$ cat config.mk
export PLATFORM = sky130hd
export DESIGN_NAME = fls_ctrl
export DESIGN_NICKNAME = d
export VERILOG_FILES = /design/src/rtl/fls_pkg.sv /design/src/rtl/fls_strobe.sv /design/src/rtl/fls_ctrl.sv
export VERILOG_INCLUDE_DIRS = /design/src /design/src/rtl
export SDC_FILE = /design/constraint.sdc
export NUM_CORES = 1
export LEC_CHECK = 0
export BUFFER_PORTS_ARGS = -buffer_cell sky130_fd_sc_hd__buf_4
export CORE_AREA = 2 2 117 119
export CTS_CLUSTER_DIAMETER = 100
export DETAILED_ROUTE_END_ITERATION = 12
export DIE_AREA = 0 0 119 121
export PLACE_DENSITY = 0.56
export SETUP_SLACK_MARGIN = 0.02
export SLEW_MARGIN = 20
export SYNTH_ARGS = -nofsm -noshare
export SYNTH_HDL_FRONTEND = slang
export SYNTH_SLANG_ARGS = --single-unit
$ cat constraint.sdc
create_clock -name pclk -period 2.25 [get_ports pclk]
set_input_delay 0 -clock pclk [delete_from_list [all_inputs] [get_ports pclk]]
set_output_delay 0 -clock pclk [all_outputs]
set_load 0.02 [all_outputs]
$ cat src/rtl/fls_cfg.svh
// Constants for the flash lock-bit sequencing controller
`ifndef FLS_CFG_SVH
`define FLS_CFG_SVH
// Flash command codes
`define FLS_CMD_LOCK_SETUP   8'h60
`define FLS_CMD_BLOCK_CONF   8'h01
`define FLS_CMD_MASTER_CONF  8'hf1
`define FLS_CMD_READ_ARRAY   8'hff
`define FLS_CMD_CLEAR_STATUS 8'h50
`define FLS_CMD_READ_STATUS  8'h70
// Flash status bit positions
`define FLS_SB_READY   7
`define FLS_SB_ERASE   5
`define FLS_SB_WRITE   4
`define FLS_SB_SUPPLY  3
`define FLS_SB_PROTECT 1
// APB register byte offsets
`define FLS_REG_CTRL   12'h000
`define FLS_REG_ADDR   12'h004
`define FLS_REG_STAT   12'h008
`define FLS_REG_FSTAT  12'h00c
`define FLS_REG_IRQ    12'h010
`define FLS_REG_MASK   12'h014
// Control register fields
`define FLS_CTRL_GO     0
`define FLS_CTRL_MASTER 1
`define FLS_CTRL_CLEAR  2
`define FLS_CTRL_ARRAY  3
// Interrupt status bits
`define FLS_IRQ_DONE  0
`define FLS_IRQ_ERROR 1
// Bus cycle timing on the flash pins, in ns and in pclk cycles
`define FLS_CLK_NS     25
`define FLS_STROBE_NS  100
`define FLS_STROBE_CYC ((`FLS_STROBE_NS + `FLS_CLK_NS - 1) / `FLS_CLK_NS)
`endif

$ cat src/rtl/fls_pkg.sv
// Types for the flash lock-bit sequencing controller
package fls_pkg;
   typedef enum logic [3:0] {
      FLS_IDLE, FLS_W1, FLS_W1_GAP, FLS_W2, FLS_W2_GAP,
      FLS_WAIT, FLS_RD, FLS_RD_HOLD, FLS_DONE
   } fls_state_type;
   typedef enum logic [1:0] {
      FLS_OP_LOCK, FLS_OP_CLEAR, FLS_OP_ARRAY
   } fls_op_type;
endpackage

$ cat src/rtl/fls_strobe.sv
// Strobe timer: holds a write or read strobe active for a fixed cycle count
`timescale 1ns/100ps
`include "fls_cfg.svh"
module fls_strobe #(
   parameter int CYCLES = `FLS_STROBE_CYC
) (
   input  wire logic pclk,
   input  wire logic presetn,
   input  wire logic start,
   output logic      busy,
   output logic      done
);
   logic [7:0] count;
   wire        last = (count == 8'h01);
   always_ff @(posedge pclk or negedge presetn) begin
      if (!presetn) begin
         count <= 8'h00;
      end else if (start) begin
         count <= 8'(CYCLES);
      end else if (count != 8'h00) begin
         count <= count - 8'h01;
      end
   end
   assign busy = (count != 8'h00);
   assign done = busy && last;
endmodule

$ cat src/rtl/fls_ctrl.sv
// Host-side controller that sets flash lock bits and checks status over the flash pins
//
// Functional notes
// - Lock setup 60h, then 01h at block address or f1h for master.
// - Several sequences may run back to back; error check kept sticky across them.
// - Writing ffh after the last sequence returns the flash to read array.
// - Clear status is issued before any retry after an error; here 50h goes out only on a host write of the CTRL clear bit.
`timescale 1ns/100ps
`include "fls_cfg.svh"
module fls_ctrl
   import fls_pkg::*;
#(
   parameter int ADDR_W = 21
) (
   input  wire logic              pclk,
   input  wire logic              presetn,
   input  wire logic [11:0]       paddr,
   input  wire logic              psel,
   input  wire logic              penable,
   input  wire logic              pwrite,
   input  wire logic [31:0]       pwdata,
   output logic [31:0]            prdata,
   output logic                   pready,
   output logic                   pslverr,
   output logic                   irq,
   output logic [ADDR_W-1:0]      flash_addr,
   output logic [7:0]             flash_dq_out,
   output logic                   flash_dq_oe,
   input  wire logic [7:0]        flash_dq_in,
   output logic                   flash_ce_n,
   output logic                   flash_we_n,
   output logic                   flash_oe_n,
   input  wire logic              done_line_n
);
   import fls_pkg::*;
   fls_state_type     state;
   fls_op_type        op;
   logic              master;
   logic [ADDR_W-1:0] addr_reg;
   logic [7:0]        fstat;
   logic [7:0]        sticky;
   logic [1:0]        irq_stat;
   logic [1:0]        irq_mask;
   logic [7:0]        conf_code;
   logic              st_start;
   logic              st_busy;
   logic              st_done;
   logic              pending_clear;

   fls_strobe u_strobe (
      .pclk    (pclk),
      .presetn (presetn),
      .start   (st_start),
      .busy    (st_busy),
      .done    (st_done)
   );

   wire acc      = psel && penable;
   wire wr       = acc && pwrite;
   wire idle     = (state == FLS_IDLE);
   wire wr_ctrl  = wr && (paddr == `FLS_REG_CTRL) && idle;
   wire wr_addr  = wr && (paddr == `FLS_REG_ADDR);
   wire wr_irq   = wr && (paddr == `FLS_REG_IRQ);
   wire wr_mask  = wr && (paddr == `FLS_REG_MASK);
   wire mapped   = (paddr <= `FLS_REG_MASK) && (paddr[1:0] == 2'b00);
   wire go       = wr_ctrl && pwdata[`FLS_CTRL_GO];
   wire go_clear = wr_ctrl && pwdata[`FLS_CTRL_CLEAR];
   wire go_array = wr_ctrl && pwdata[`FLS_CTRL_ARRAY];
   // Status bit 0 masked off
   wire [7:0] rd_stat = flash_dq_in & 8'hfe;
   // Sequence error taken from the held status, not the live bus
   wire err_seq  = fstat[`FLS_SB_WRITE] && fstat[`FLS_SB_ERASE];
   wire [7:0] err_bits = ((state == FLS_RD) && st_done) ? (rd_stat & 8'h3a) : 8'h00;
   wire any_err  = |rd_stat[`FLS_SB_ERASE:`FLS_SB_PROTECT];
   wire is_lock  = (op == FLS_OP_LOCK);

   // Confirm code for block or master lock
   assign conf_code = master ? `FLS_CMD_MASTER_CONF : `FLS_CMD_BLOCK_CONF;
   assign st_start  = !st_busy && (state == FLS_W1 || state == FLS_W2 || state == FLS_RD)
                      && flash_ce_n;

   assign pready  = 1'b1;
   assign pslverr = acc && !mapped;
   assign irq     = |(irq_stat & irq_mask);

   always_ff @(posedge pclk or negedge presetn) begin
      if (!presetn) begin
         state <= FLS_IDLE;
      end else begin
         unique case (state)
            FLS_IDLE:    if (go || go_clear || go_array) state <= FLS_W1;
            FLS_W1:      if (st_done) state <= FLS_W1_GAP;
            FLS_W1_GAP:  state <= is_lock ? FLS_W2 : FLS_DONE;
            FLS_W2:      if (st_done) state <= FLS_W2_GAP;
            FLS_W2_GAP:  state <= FLS_WAIT;
            // Wait on done line, not polling
            FLS_WAIT:    if (done_line_n) state <= FLS_RD;
            FLS_RD:      if (st_done) state <= FLS_RD_HOLD;
            FLS_RD_HOLD: state <= FLS_DONE;
            FLS_DONE:    state <= FLS_IDLE;
            default:     state <= FLS_IDLE;
         endcase
      end
   end

   always_ff @(posedge pclk or negedge presetn) begin
      if (!presetn) begin
         op       <= FLS_OP_LOCK;
         master   <= 1'b0;
         addr_reg <= '0;
      end else begin
         if (go) op <= FLS_OP_LOCK;
         else if (go_clear) op <= FLS_OP_CLEAR;
         else if (go_array) op <= FLS_OP_ARRAY;
         if (wr_ctrl) master <= pwdata[`FLS_CTRL_MASTER];
         if (wr_addr) addr_reg <= pwdata[ADDR_W-1:0];
      end
   end

   // Pin drive, registered
   always_ff @(posedge pclk or negedge presetn) begin
      if (!presetn) begin
         flash_ce_n   <= 1'b1;
         flash_we_n   <= 1'b1;
         flash_oe_n   <= 1'b1;
         flash_dq_oe  <= 1'b0;
         flash_dq_out <= 8'h00;
         flash_addr   <= '0;
      end else begin
         flash_addr <= addr_reg;
         if (st_start) begin
            flash_ce_n  <= 1'b0;
            flash_we_n  <= (state == FLS_RD);
            flash_oe_n  <= (state != FLS_RD);
            flash_dq_oe <= (state != FLS_RD);
            // Array restore uses ffh; clear status before retry
            unique case (state)
               FLS_W1: flash_dq_out <= (op == FLS_OP_LOCK)  ? `FLS_CMD_LOCK_SETUP :
                                       (op == FLS_OP_CLEAR) ? `FLS_CMD_CLEAR_STATUS :
                                                              `FLS_CMD_READ_ARRAY;
               FLS_W2: flash_dq_out <= conf_code;
               default: flash_dq_out <= flash_dq_out;
            endcase
         end else if (st_done) begin
            flash_ce_n  <= 1'b1;
            flash_we_n  <= 1'b1;
            flash_oe_n  <= 1'b1;
         end else if (flash_ce_n) begin
            flash_dq_oe <= 1'b0;
         end
      end
   end

   // Status read taken after lock completes; bit 7 ready
   always_ff @(posedge pclk or negedge presetn) begin
      if (!presetn) begin
         fstat         <= 8'h00;
         sticky        <= 8'h00;
         pending_clear <= 1'b0;
      end else begin
         pending_clear <= go_clear;
         if (state == FLS_RD && st_done && rd_stat[`FLS_SB_READY]) begin
            fstat <= rd_stat;
         end
         // Sticky until clear; set wins over clear
         sticky <= (pending_clear ? 8'h00 : sticky) | err_bits;
      end
   end

   wire ev_done = (state == FLS_DONE);
   wire ev_err  = (state == FLS_RD) && st_done && any_err;
   wire [1:0] irq_events = {ev_err, ev_done};
   // Set wins over write-one clear
   always_ff @(posedge pclk or negedge presetn) begin
      if (!presetn) begin
         irq_stat <= 2'b00;
         irq_mask <= 2'b00;
      end else begin
         irq_stat <= (irq_stat & ~(wr_irq ? pwdata[1:0] : 2'b00)) | irq_events;
         if (wr_mask) irq_mask <= pwdata[1:0];
      end
   end

   always_comb begin
      unique case (paddr)
         `FLS_REG_CTRL:  prdata = {31'h0, !idle};
         `FLS_REG_ADDR:  prdata = {{(32-ADDR_W){1'b0}}, addr_reg};
         `FLS_REG_STAT:  prdata = {22'h0, err_seq, done_line_n, sticky};
         `FLS_REG_FSTAT: prdata = {24'h0, fstat};
         `FLS_REG_IRQ:   prdata = {30'h0, irq_stat};
         `FLS_REG_MASK:  prdata = {30'h0, irq_mask};
         default:        prdata = 32'h0;
      endcase
   end
endmodule

==> results of run 1 <==
## power by group through the flow
stage	Sequential (mW)	Combinational [mW]	Clock [mW]
floorplan	1.60	0.406	0
global placement	1.64	0.511	0
detailed placement	1.64	0.519	0
CTS	1.61	0.561	1.58
global route	1.63	0.623	1.65
finish	1.61	0.558	1.55
## layer usage
metal,part of all wire (%),wire length [um],global-route usage [%]
met5,0,0,0
met4,1.7,160,5.58
met3,7.5,708,5.45
met2,46,4300,21.3
met1,45,4250,17.2
## placed cells by master, fill, tap and decap left out, types with 2 or more instances in the layout
| cell type | count |
|---|---|
| buf_4 | 116 |
| dfrtp_1 | 80 |
| mux2_2 | 37 |
| dlygate4sd3_1 | 28 |
| nor2_1 | 16 |
| nand2_1 | 15 |
| and2_1 | 13 |
| conb_1 | 12 |
| a22o_1 | 11 |
| clkbuf_16 | 9 |
| nand3_1 | 7 |
| and3_1 | 6 |
| nor3_1 | 6 |
| nand2b_1 | 6 |
| inv_1 | 5 |
| nor4_1 | 5 |
| nor4b_1 | 5 |
| a21o_1 | 5 |
| a22oi_1 | 4 |
| a21oi_1 | 4 |
| o21ai_0 | 4 |
| or4_1 | 3 |
| mux2i_1 | 3 |
| nand4_1 | 3 |
| a211oi_1 | 3 |
| nor3b_1 | 3 |
| dfstp_2 | 3 |
| nor4_4 | 2 |
| or3_1 | 2 |
| a41oi_1 | 2 |
| nor2b_1 | 2 |
| ha_1 | 2 |
| clkbuf_1 | 2 |
| bufinv_16 | 2 |
| clkinv_2 | 2 |
## area by class of cell
cell class	count	area (um2)
Fill cell	1274	7720
Sequential cell	83	2080
Multi-Input combinational cell	210	1560
Timing Repair Buffer	145	1170
Clock buffer	11	233
Tap cell	176	220
Clock inverter	5	77.6
Inverter	5	18.8
## cell families (layout without fill, tap and decap cells)
group,Yosys count,in the layout
AND/OR/NAND/NOR,106,106
flip-flops,83,83
AO/OA/AOI/OAI,47,47
multiplexers,41,41
buffers and inverters,30,166
adder cells (fa/ha/maj),2,2
other,2,12
XOR/XNOR,2,2
## stage by stage
step | total power, mW | cells | worst slack, ps
global route | 3.90 | 635 | 66.6
floorplan | 2.00 | 323 | 202
finish | 3.72 | 635 | 214
CTS | 3.75 | 635 | 197
global placement | 2.15 | 591 | 231
detailed placement | 2.16 | 591 | 223
## worst paths after layout
check / start / endpoint / slack (ps) / depth (start not counted)
max: u_strobe.count[0]$_DFFE_PN0P_ / state[0]$_DFFE_PN0P_ / 210 / 7
min: flash_dq_in[7] / fstat[7]$_DFFE_PN0P_ / 80 / 4
max reg2reg: u_strobe.count[0]$_DFFE_PN0P_ / state[0]$_DFFE_PN0P_ / 210 / 7
min reg2reg: addr_reg[19]$_DFFE_PN0P_ / flash_addr[19]$_DFF_PN0_ / 390 / 0
max in group asynchronous: presetn / addr_reg[10]$_DFFE_PN0P_ / 1460 / 3
min in group asynchronous: presetn / fstat[3]$_DFFE_PN0P_ / 180 / 2
## what timing repair did
action                    4_1_cts  5_1_grt
buffers inserted                0        0
hold buffers                   28        0
hold endpoints to repair       75        0
## tightest hold or removal path, stage by stage
cell	delay [ps]
buf_4	80
nand3_1	60
buf_4	180
nand2b_1	70
==> impl_metrics.json, run 1 <==
{
  "port_buffers": 101,
  "numCtsBuffers": 9,
  "setup_viol": 0,
  "grt_pass1_wl_mm": 15.5,
  "drt_iter0_drc": 84,
  "synthArstFlopShare_pct": 100,
  "crit_arrival_ps": 2250,
  "setup_tns_ps": 0,
  "hold_viol": 0,
  "crit_path_end_kind": "register",
  "clk_transition_reported_paths_ps": 60,
  "p_clk_share_pct": 41.6,
  "ys_types": 62,
  "crit_fanout": 5,
  "fin_crit_sh_pct": 90.5,
  "synth_top_family_by_area": "simple AND/OR/NAND/NOR gates",
  "crit_chain": "inv_1 -> ha_1 -> nor4b_1 -> buf_4 -> a221oi_1 -> or3_1 -> mux2_1",
  "insertion_delay_ps": 340,
  "drive_above_1_share_pct": 39.9,
  "critPathRequiredTime_ps": 2470,
  "critical_path_class": "register to register",
  "netlist_top_cells_count": "dfrtp_1, mux2_2, nor2_1",
  "die_area_um2": 14400,
  "syn_area_per_cell_um2": 12.2,
  "combPwrFrac_pct": 15.0,
  "finalNetCount": 514,
  "slowest_stage": "dfrtp_1",
  "globalplace.congestion": 0.771,
  "dr.pass1.iters": 4,
  "max_stage_delay_ps": 400,
  "ys.flop_type": "dfrtp_1",
  "synth_cells": 313,
  "relSlewSlack_pct": 56.8,
  "htreeDepth": 3,
  "p_sw_share_pct": 24.9,
  "num_vias": 2954,
  "wirelength_mm": 9.41,
  "ys_seq_area_share_pct": 54.3,
  "cts_max_path_buffers": 2,
  "die_w_um": 119,
  "hp-class": "input pin to register",
  "clockRootBuffer": "clkbuf_16",
  "wl_per_cell_um": 14.8,
  "skew_ps": 7.44,
  "path_buf_inv": 2,
  "yosysTopAreaCell": "dfrtp_1",
  "vias_per_cell": 4.65,
  "whs_ps": 84.8,
  "p_int_mw": 2.79,
  "rsz0062_at_grt": "no",
  "n_antenna_cell": 0,
  "io_pins": 126,
  "overflow": 0,
  "grt_util_all_layers_pct": 13.8,
  "slew_viol_final": 0,
  "grt_start_max_net_pins": 47,
  "ys_warn_count": 0,
  "path_delay_family": "simple AND/OR/NAND/NOR gates",
  "tightest_slew_ps": 640,
  "synthMuxAreaShare_pct": 11.9,
  "total_leakage_power_nw": 2.70,
  "p_switching_mw": 0.927,
  "min_period_ps": 2040,
  "cts.repair.resized": 0,
  "stdcell_area_um2": 5360,
  "power_density_nw_per_um2": 693,
  "tritoncts": "yes",
  "drc": 0,
  "placeableCoreArea_um2": 13100,
  "die_y_um": 121,
  "yosysMostFrequentCell": "dfrtp_1",
  "grt_pass1_vias": 3091,
  "synth_edf_count": 0,
  "drv_cap": 0,
  "ant_nets": 0,
  "fmax_ghz": 0.491,
  "vdd_drop_max_uv": 335,
  "pwr-share-seq_pct": 43.4,
  "outcome": "finished, final reports clean",
  "antenna_found_initial": 0,
  "numClockSinks": 83,
  "start_util_pct": 29.3,
  "worstSetupStartpointType": "register",
  "synth-simple-area-share_pct": 16.9,
  "placementRows": 42,
  "ys_ff_latch": 83,
  "synth_compound_area_share_pct": 9.60,
  "synthAdderAreaFrac_pct": 0.653,
  "finish.utilization_pct": 41.0,
  "area_delta_synth_final_pct": 39.9,
  "place_area_um2": 4770,
  "synth_top_area_share_pct": 52.2,
  "place_hpwl_mm": 6.74,
  "synth_xor_area_share_pct": 0.457,
  "syn_area_um2": 3830,
  "synthTopCellsByArea": "dfrtp_1, mux2_2, buf_4"
}
(Power assumes the default switching activity.)
==> run 2, diff against run 1 <==
- clock period: 2.25 -> 2 ns (I/O delays scaled with it)
==> run 2 against run 1 <==
  * Worst setup slack got worse by 96 ps
  * Highest routed layer unchanged
  * Register-to-register slack worse by 96 ps
  * Sequential power is 9% higher
  * Final area increased by 1.5%
==> impl_metrics.json, run 2 (synthesis results as in run 1) <==
{
  "setup_tns_ps": 0,
  "drive_above_1_share_pct": 41.8,
  "place_area_um2": 4830,
  "whs_path_depth": 4,
  "outcome": "finished, final reports clean",
  "num_vias": 2994,
  "timing.rr.start": "u_strobe.count[1]$_DFFE_PN0P_",
  "min_period_ps": 1880,
  "drc": 0,
  "mostFrequentLayoutCell": "buf_4",
  "grt_util_all_layers_pct": 13.7,
  "globalplace.congestion": 0.782,
  "clk_transition_reported_paths_ps": 60,
  "dp_slack_ps": 21.0,
  "critPathRequiredTime_ps": 2210,
  "grt_pass1_vias": 3087,
  "slew_viol_final": 0,
  "crit_arrival_ps": 2090,
  "finish.utilization_pct": 41.6,
  "crit_chain": "inv_1 -> ha_2 -> nor3b_2 -> and2_0 -> buf_4 -> or4_1 -> xnor2_1",
  "worstSetupStartpointType": "register",
  "multi_input_area_um2": 1590,
  "cp.depth": 7,
  "ant_nets": 0,
  "crit_path_end_kind": "register",
  "finalNetCount": 519,
  "whs_ps": 78.0,
  "drt_iter0_drc": 99,
  "dpl.cell_count": 596,
  "hold_viol": 0,
  "path_buf_inv": 2,
  "htreeDepth": 3,
  "fmax_ghz": 0.532,
  "wirelength_mm": 9.69,
  "placeableCoreArea_um2": 13100,
  "power_density_nw_per_um2": 770,
  "wl_per_cell_um": 15.1,
  "fin_crit_sh_pct": 94.1,
  "vias_per_cell": 4.68,
  "overflow": 0,
  "hp-start": "flash_dq_in[7]",
  "rsz0062_at_grt": "no",
  "slowest_stage": "or4_1",
  "reg2reg_depth": 7,
  "seq_area_um2": 2080,
  "die_w_um": 119,
  "numCtsBuffers": 9,
  "total_power_mw": 4.19,
  "path_delay_family": "simple AND/OR/NAND/NOR gates",
  "clockRootBuffer": "clkbuf_16",
  "vdd_drop_max_uv": 420,
  "setup_viol": 0,
  "dr.pass1.iters": 4,
  "crit_fanout": 6,
  "tritoncts": "yes",
  "r2r-end": "u_strobe.count[3]$_DFFE_PN0P_",
  "area_delta_synth_final_pct": 42.0,
  "port_buffers": 101,
  "hp-class": "input pin to register",
  "fillCellCount": 1265,
  "critical_path_class": "register to register",
  "drv_cap": 0,
  "grt_start_max_net_pins": 47,
  "setup_slack_ps": 119,
  "final_cell_mix": "buf_4, dfrtp_1, mux2_2",
  "grt_pass1_wl_mm": 15.6,
  "die_y_um": 121,
  "hold-path-endpoint": "fstat[7]$_DFFE_PN0P_",
  "total_leakage_power_nw": 2.73,
  "skew_ps": 6.26,
  "n_antenna_cell": 0,
  "stdcell_area_um2": 5440,
  "cts_max_path_buffers": 2,
  "io_pins": 126,
  "antenna_found_initial": 0,
  "rrSetupSlack_ps": 120,
  "stdcell_count": 640,
  "insertion_delay_ps": 330,
  "numClockSinks": 83,
  "die_area_um2": 14400,
  "start_util_pct": 29.3,
  "placementRows": 42,
  "max_stage_delay_ps": 420,
  "place_hpwl_mm": 7.14
}
==> run 2: changes by cell type in the layout (fill, tap and decap cells not counted), sizes merged <==
cell / before / now
buf: 117 / 122
bufinv: 2 / 1
inv: 5 / 6
==> run 2: how the worst max path moves through the flow <==
stage                                     to                          start
4_1_cts                 state[0]$_DFFE_PN0P_  u_strobe.count[1]$_DFFE_PN0P_
6_report       u_strobe.count[3]$_DFFE_PN0P_  u_strobe.count[1]$_DFFE_PN0P_
3_5_place_dp            state[0]$_DFFE_PN0P_  u_strobe.count[1]$_DFFE_PN0P_
5_1_grt                 state[2]$_DFFE_PN0P_  u_strobe.count[1]$_DFFE_PN0P_
3_3_place_gp            state[0]$_DFFE_PN0P_  u_strobe.count[1]$_DFFE_PN0P_
2_1_floorplan           state[0]$_DFFE_PN0P_  u_strobe.count[0]$_DFFE_PN0P_
==> run 2: where the power goes <==
group          leakage (nW)  internal (mW)  switching [mW]
clock                 0.152           1.04           0.670
combinational          1.44          0.351           0.374
sequential             1.14           1.72          0.0343
==> run 2: worst reg2reg max path, cell delays in order (launching register included) <==
cell and delay (ps):
dfrtp_1 360, inv_1 80, ha_2 210, nor3b_2 180, and2_0 210, buf_4 170, or4_1 420, xnor2_1 140
==> run 2: layout make-up <==
| class | instances | share of cell area, % |
|---|---|---|
| inverter | 5 | 0.345 |
| tap | 176 | 4.05 |
| clock buffer | 11 | 4.64 |
| multi-input combinational | 210 | 29.2 |
| clock inverter | 5 | 1.10 |
| timing repair buffer | 150 | 22.4 |
| sequential | 83 | 38.2 |
==> run 2: what timing repair did <==
action | in CTS | in global routing
setup endpoints to repair | 2 | 13
cloned | 0 | 0
endpoints found under the hold margin | 76 | 0
hold buffers | 28 | 0
setup buffers | 0 | 0
resized for setup | 1 | 3
==> run 2: layer usage <==
| metal | GRT usage, % | vias to the layer above | share of wire, % |
|---|---|---|---|
| met1 | 17.7 | 1471 | 45 |
| met3 | 4.42 | 10 | 6.2 |
| li1 | - | 1410 | - |
| met5 | 0 | - | 0 |
| met2 | 21.9 | 103 | 48 |
| met4 | 4.09 | 0 | 0.90 |
==> run 3, diff against run 2 <==
- CORE_AREA: 2 2 117 119 -> 2 2 134 103
- DIE_AREA: 0 0 119 121 -> 0 0 136 105
- PLACE_DENSITY: 0.56 -> 0.57
- REMOVE_ABC_BUFFERS: unset -> 1
==> run 3 against run 2 <==
  * Non-clock buffer count increased by 3
  * Sequential power about the same
  * Final area increased by 0.64%
  * Register-to-register slack got worse by 60 ps
  * Combinational power increased by 3.4%
  * Sequential cell count unchanged
  * Critical path depth increased by 1
  * Sequential share of layout area decreased by 0.24 points
  * Wire length increased by 0.39%
  * Critical path type unchanged
  * Largest power group unchanged
  * Highest routed layer unchanged
==> impl_metrics.json, run 3 (synthesis results as in run 1) <==
{
  "start_util_pct": 29.8,
  "fin_crit_sh_pct": 97.2,
  "worstSetupStartpointType": "register",
  "die_area_um2": 14300,
  "numClockSinks": 83,
  "wirelength_mm": 9.73,
  "skew_ps": 5.32,
  "cp_common_cell": "buf_4",
  "overflow": 0,
  "crit_chain": "inv_1 -> ha_2 -> buf_4 -> nor3b_2 -> and2_4 -> buf_4 -> or4_4 -> xnor2_1",
  "setup_slack_ps": 55.7,
  "clk_transition_reported_paths_ps": 60,
  "clockRootBuffer": "clkbuf_16",
  "dr.pass1.iters": 4,
  "area_delta_synth_final_pct": 42.9,
  "drc": 0,
  "crit_arrival_ps": 2160,
  "crit_path_end_kind": "register",
  "p_clk_share_pct": 41.2,
  "path_delay_family": "simple AND/OR/NAND/NOR gates",
  "grt_pass1_vias": 2960,
  "numCtsBuffers": 9,
  "placeableCoreArea_um2": 12900,
  "pwr-share-seq_pct": 41.2,
  "p_int_mw": 3.18,
  "dpl.cell_count": 594,
  "combPwrFrac_pct": 17.6,
  "min_period_ps": 1940,
  "drt_iter0_drc": 218,
  "path_buf_inv": 3,
  "max_stage_delay_ps": 420,
  "cp.depth": 8,
  "setup_viol": 0,
  "rsz0062_at_grt": "no",
  "vdd_drop_max_uv": 417,
  "slowest_stage": "or4_4",
  "tightest_slew_ps": 522,
  "outcome": "finished, final reports clean",
  "dp_slack_ps": -178,
  "grt_pass1_wl_mm": 15.8,
  "num_vias": 2975,
  "whs_path_depth": 3,
  "htreeDepth": 3,
  "hp-class": "input pin to register",
  "relSlewSlack_pct": 65.2,
  "crit_fanout": 5,
  "placementRows": 36,
  "grt_util_all_layers_pct": 14.3,
  "final_cell_mix": "buf_4, dfrtp_1, mux2_2",
  "globalplace.congestion": 0.818,
  "insertion_delay_ps": 340,
  "ant_nets": 0,
  "n_antenna_cell": 0,
  "critical_path_class": "register to register",
  "io_pins": 126,
  "mostFrequentLayoutCell": "buf_4",
  "power_density_nw_per_um2": 777,
  "critPathRequiredTime_ps": 2210,
  "fmax_ghz": 0.514,
  "die_w_um": 136,
  "die_y_um": 105,
  "p_switching_mw": 1.08,
  "place_hpwl_mm": 7.21,
  "finish.utilization_pct": 42.5,
  "p_sw_share_pct": 25.3,
  "vias_per_cell": 4.67,
  "antenna_found_initial": 0,
  "grt_start_max_net_pins": 45,
  "reg2reg_depth": 8,
  "total_leakage_power_nw": 2.75,
  "wl_per_cell_um": 15.3,
  "tritoncts": "yes",
  "slew_viol_final": 0,
  "drive_above_1_share_pct": 43.1,
  "port_buffers": 101,
  "drv_cap": 0,
  "stdcell_count": 637,
  "postCtsSetupBuffers": 0,
  "hold_viol": 0,
  "finalNetCount": 522,
  "cts_max_path_buffers": 2
}
==> run 3: cell type report <==
class / instances / area, um2
Fill cell: 1235 / 7400
Sequential cell: 83 / 2080
Multi-Input combinational cell: 210 / 1610
Timing Repair Buffer: 153 / 1240
Clock buffer: 9 / 225
Tap cell: 171 / 214
Clock inverter: 6 / 90.1
Inverter: 5 / 18.8
==> run 3: timing repair <==
action | CTS | global route
hold buffers | 28 | 0
resized for setup | 2 | 9
hold endpoints to repair | 77 | 0
gates cloned | 0 | 0
endpoints found under the setup margin | 13 | 20
pin swaps | 0 | 2
==> run 3: path summary, 6_finish.rpt <==
| check | from | slack [ps] | endpoint |
|---|---|---|---|
| worst max-delay path | u_strobe.count[0]$_DFFE_PN0P_ | 60 | u_strobe.count[3]$_DFFE_PN0P_ |
| worst min-delay path | flash_dq_in[7] | 50 | fstat[7]$_DFFE_PN0P_ |
| worst max register to register | u_strobe.count[0]$_DFFE_PN0P_ | 60 | u_strobe.count[3]$_DFFE_PN0P_ |
| worst min register to register | addr_reg[17]$_DFFE_PN0P_ | 380 | flash_addr[17]$_DFF_PN0_ |
| max in group asynchronous | presetn | 1150 | flash_oe_n$_DFFE_PN1P_ |
| min in group asynchronous | presetn | 180 | flash_dq_out[6]$_DFFE_PN0P_ |
==> run 3: per-layer routing <==
| layer | track usage [%] | vias up | part of all wire [%] |
|---|---|---|---|
| met1 | 20.5 | 1459 | 48 |
| met3 | 4.80 | 11 | 5.9 |
| met4 | 4.17 | 0 | 1.4 |
| li1 | - | 1421 | - |
| met2 | 20.2 | 84 | 45 |
| met5 | 0 | - | 0 |
==> run 3: worst register-to-register path: cells and delay by family, from the launching register on <==
kind                     cells  cell delay (ps)
XOR/XNOR                     1              140
adder cells (fa/ha/maj)      1              200
flip-flops                   1              360
AND/OR/NAND/NOR              3              760
buffers and inverters        3              370
==> run 3: stage by stage <==
stage | hold WS [ps] | area (um2) | total power, mW | setup TNS, ps
after floorplan | -296 | 3660 | 2.15 | -74.1
after global placement | 10.4 | 4840 | 2.45 | -291
after detailed placement | 17.3 | 4840 | 2.46 | -842
after CTS | 170 | 5440 | 4.29 | -17.3
after global routing | 82.2 | 5480 | 4.49 | 0
final | 50.9 | 5480 | 4.26 | 0
==> run 3: power groups by stage <==
stage          clock, mW  combinational (mW)  sequential [mW]
2_1_floorplan          0               0.310             1.84
3_3_place_gp           0               0.664             1.79
3_5_place_dp           0               0.677             1.79
4_1_cts             1.81               0.726             1.76
5_1_grt             1.89               0.836             1.76
6_report            1.75               0.750             1.76
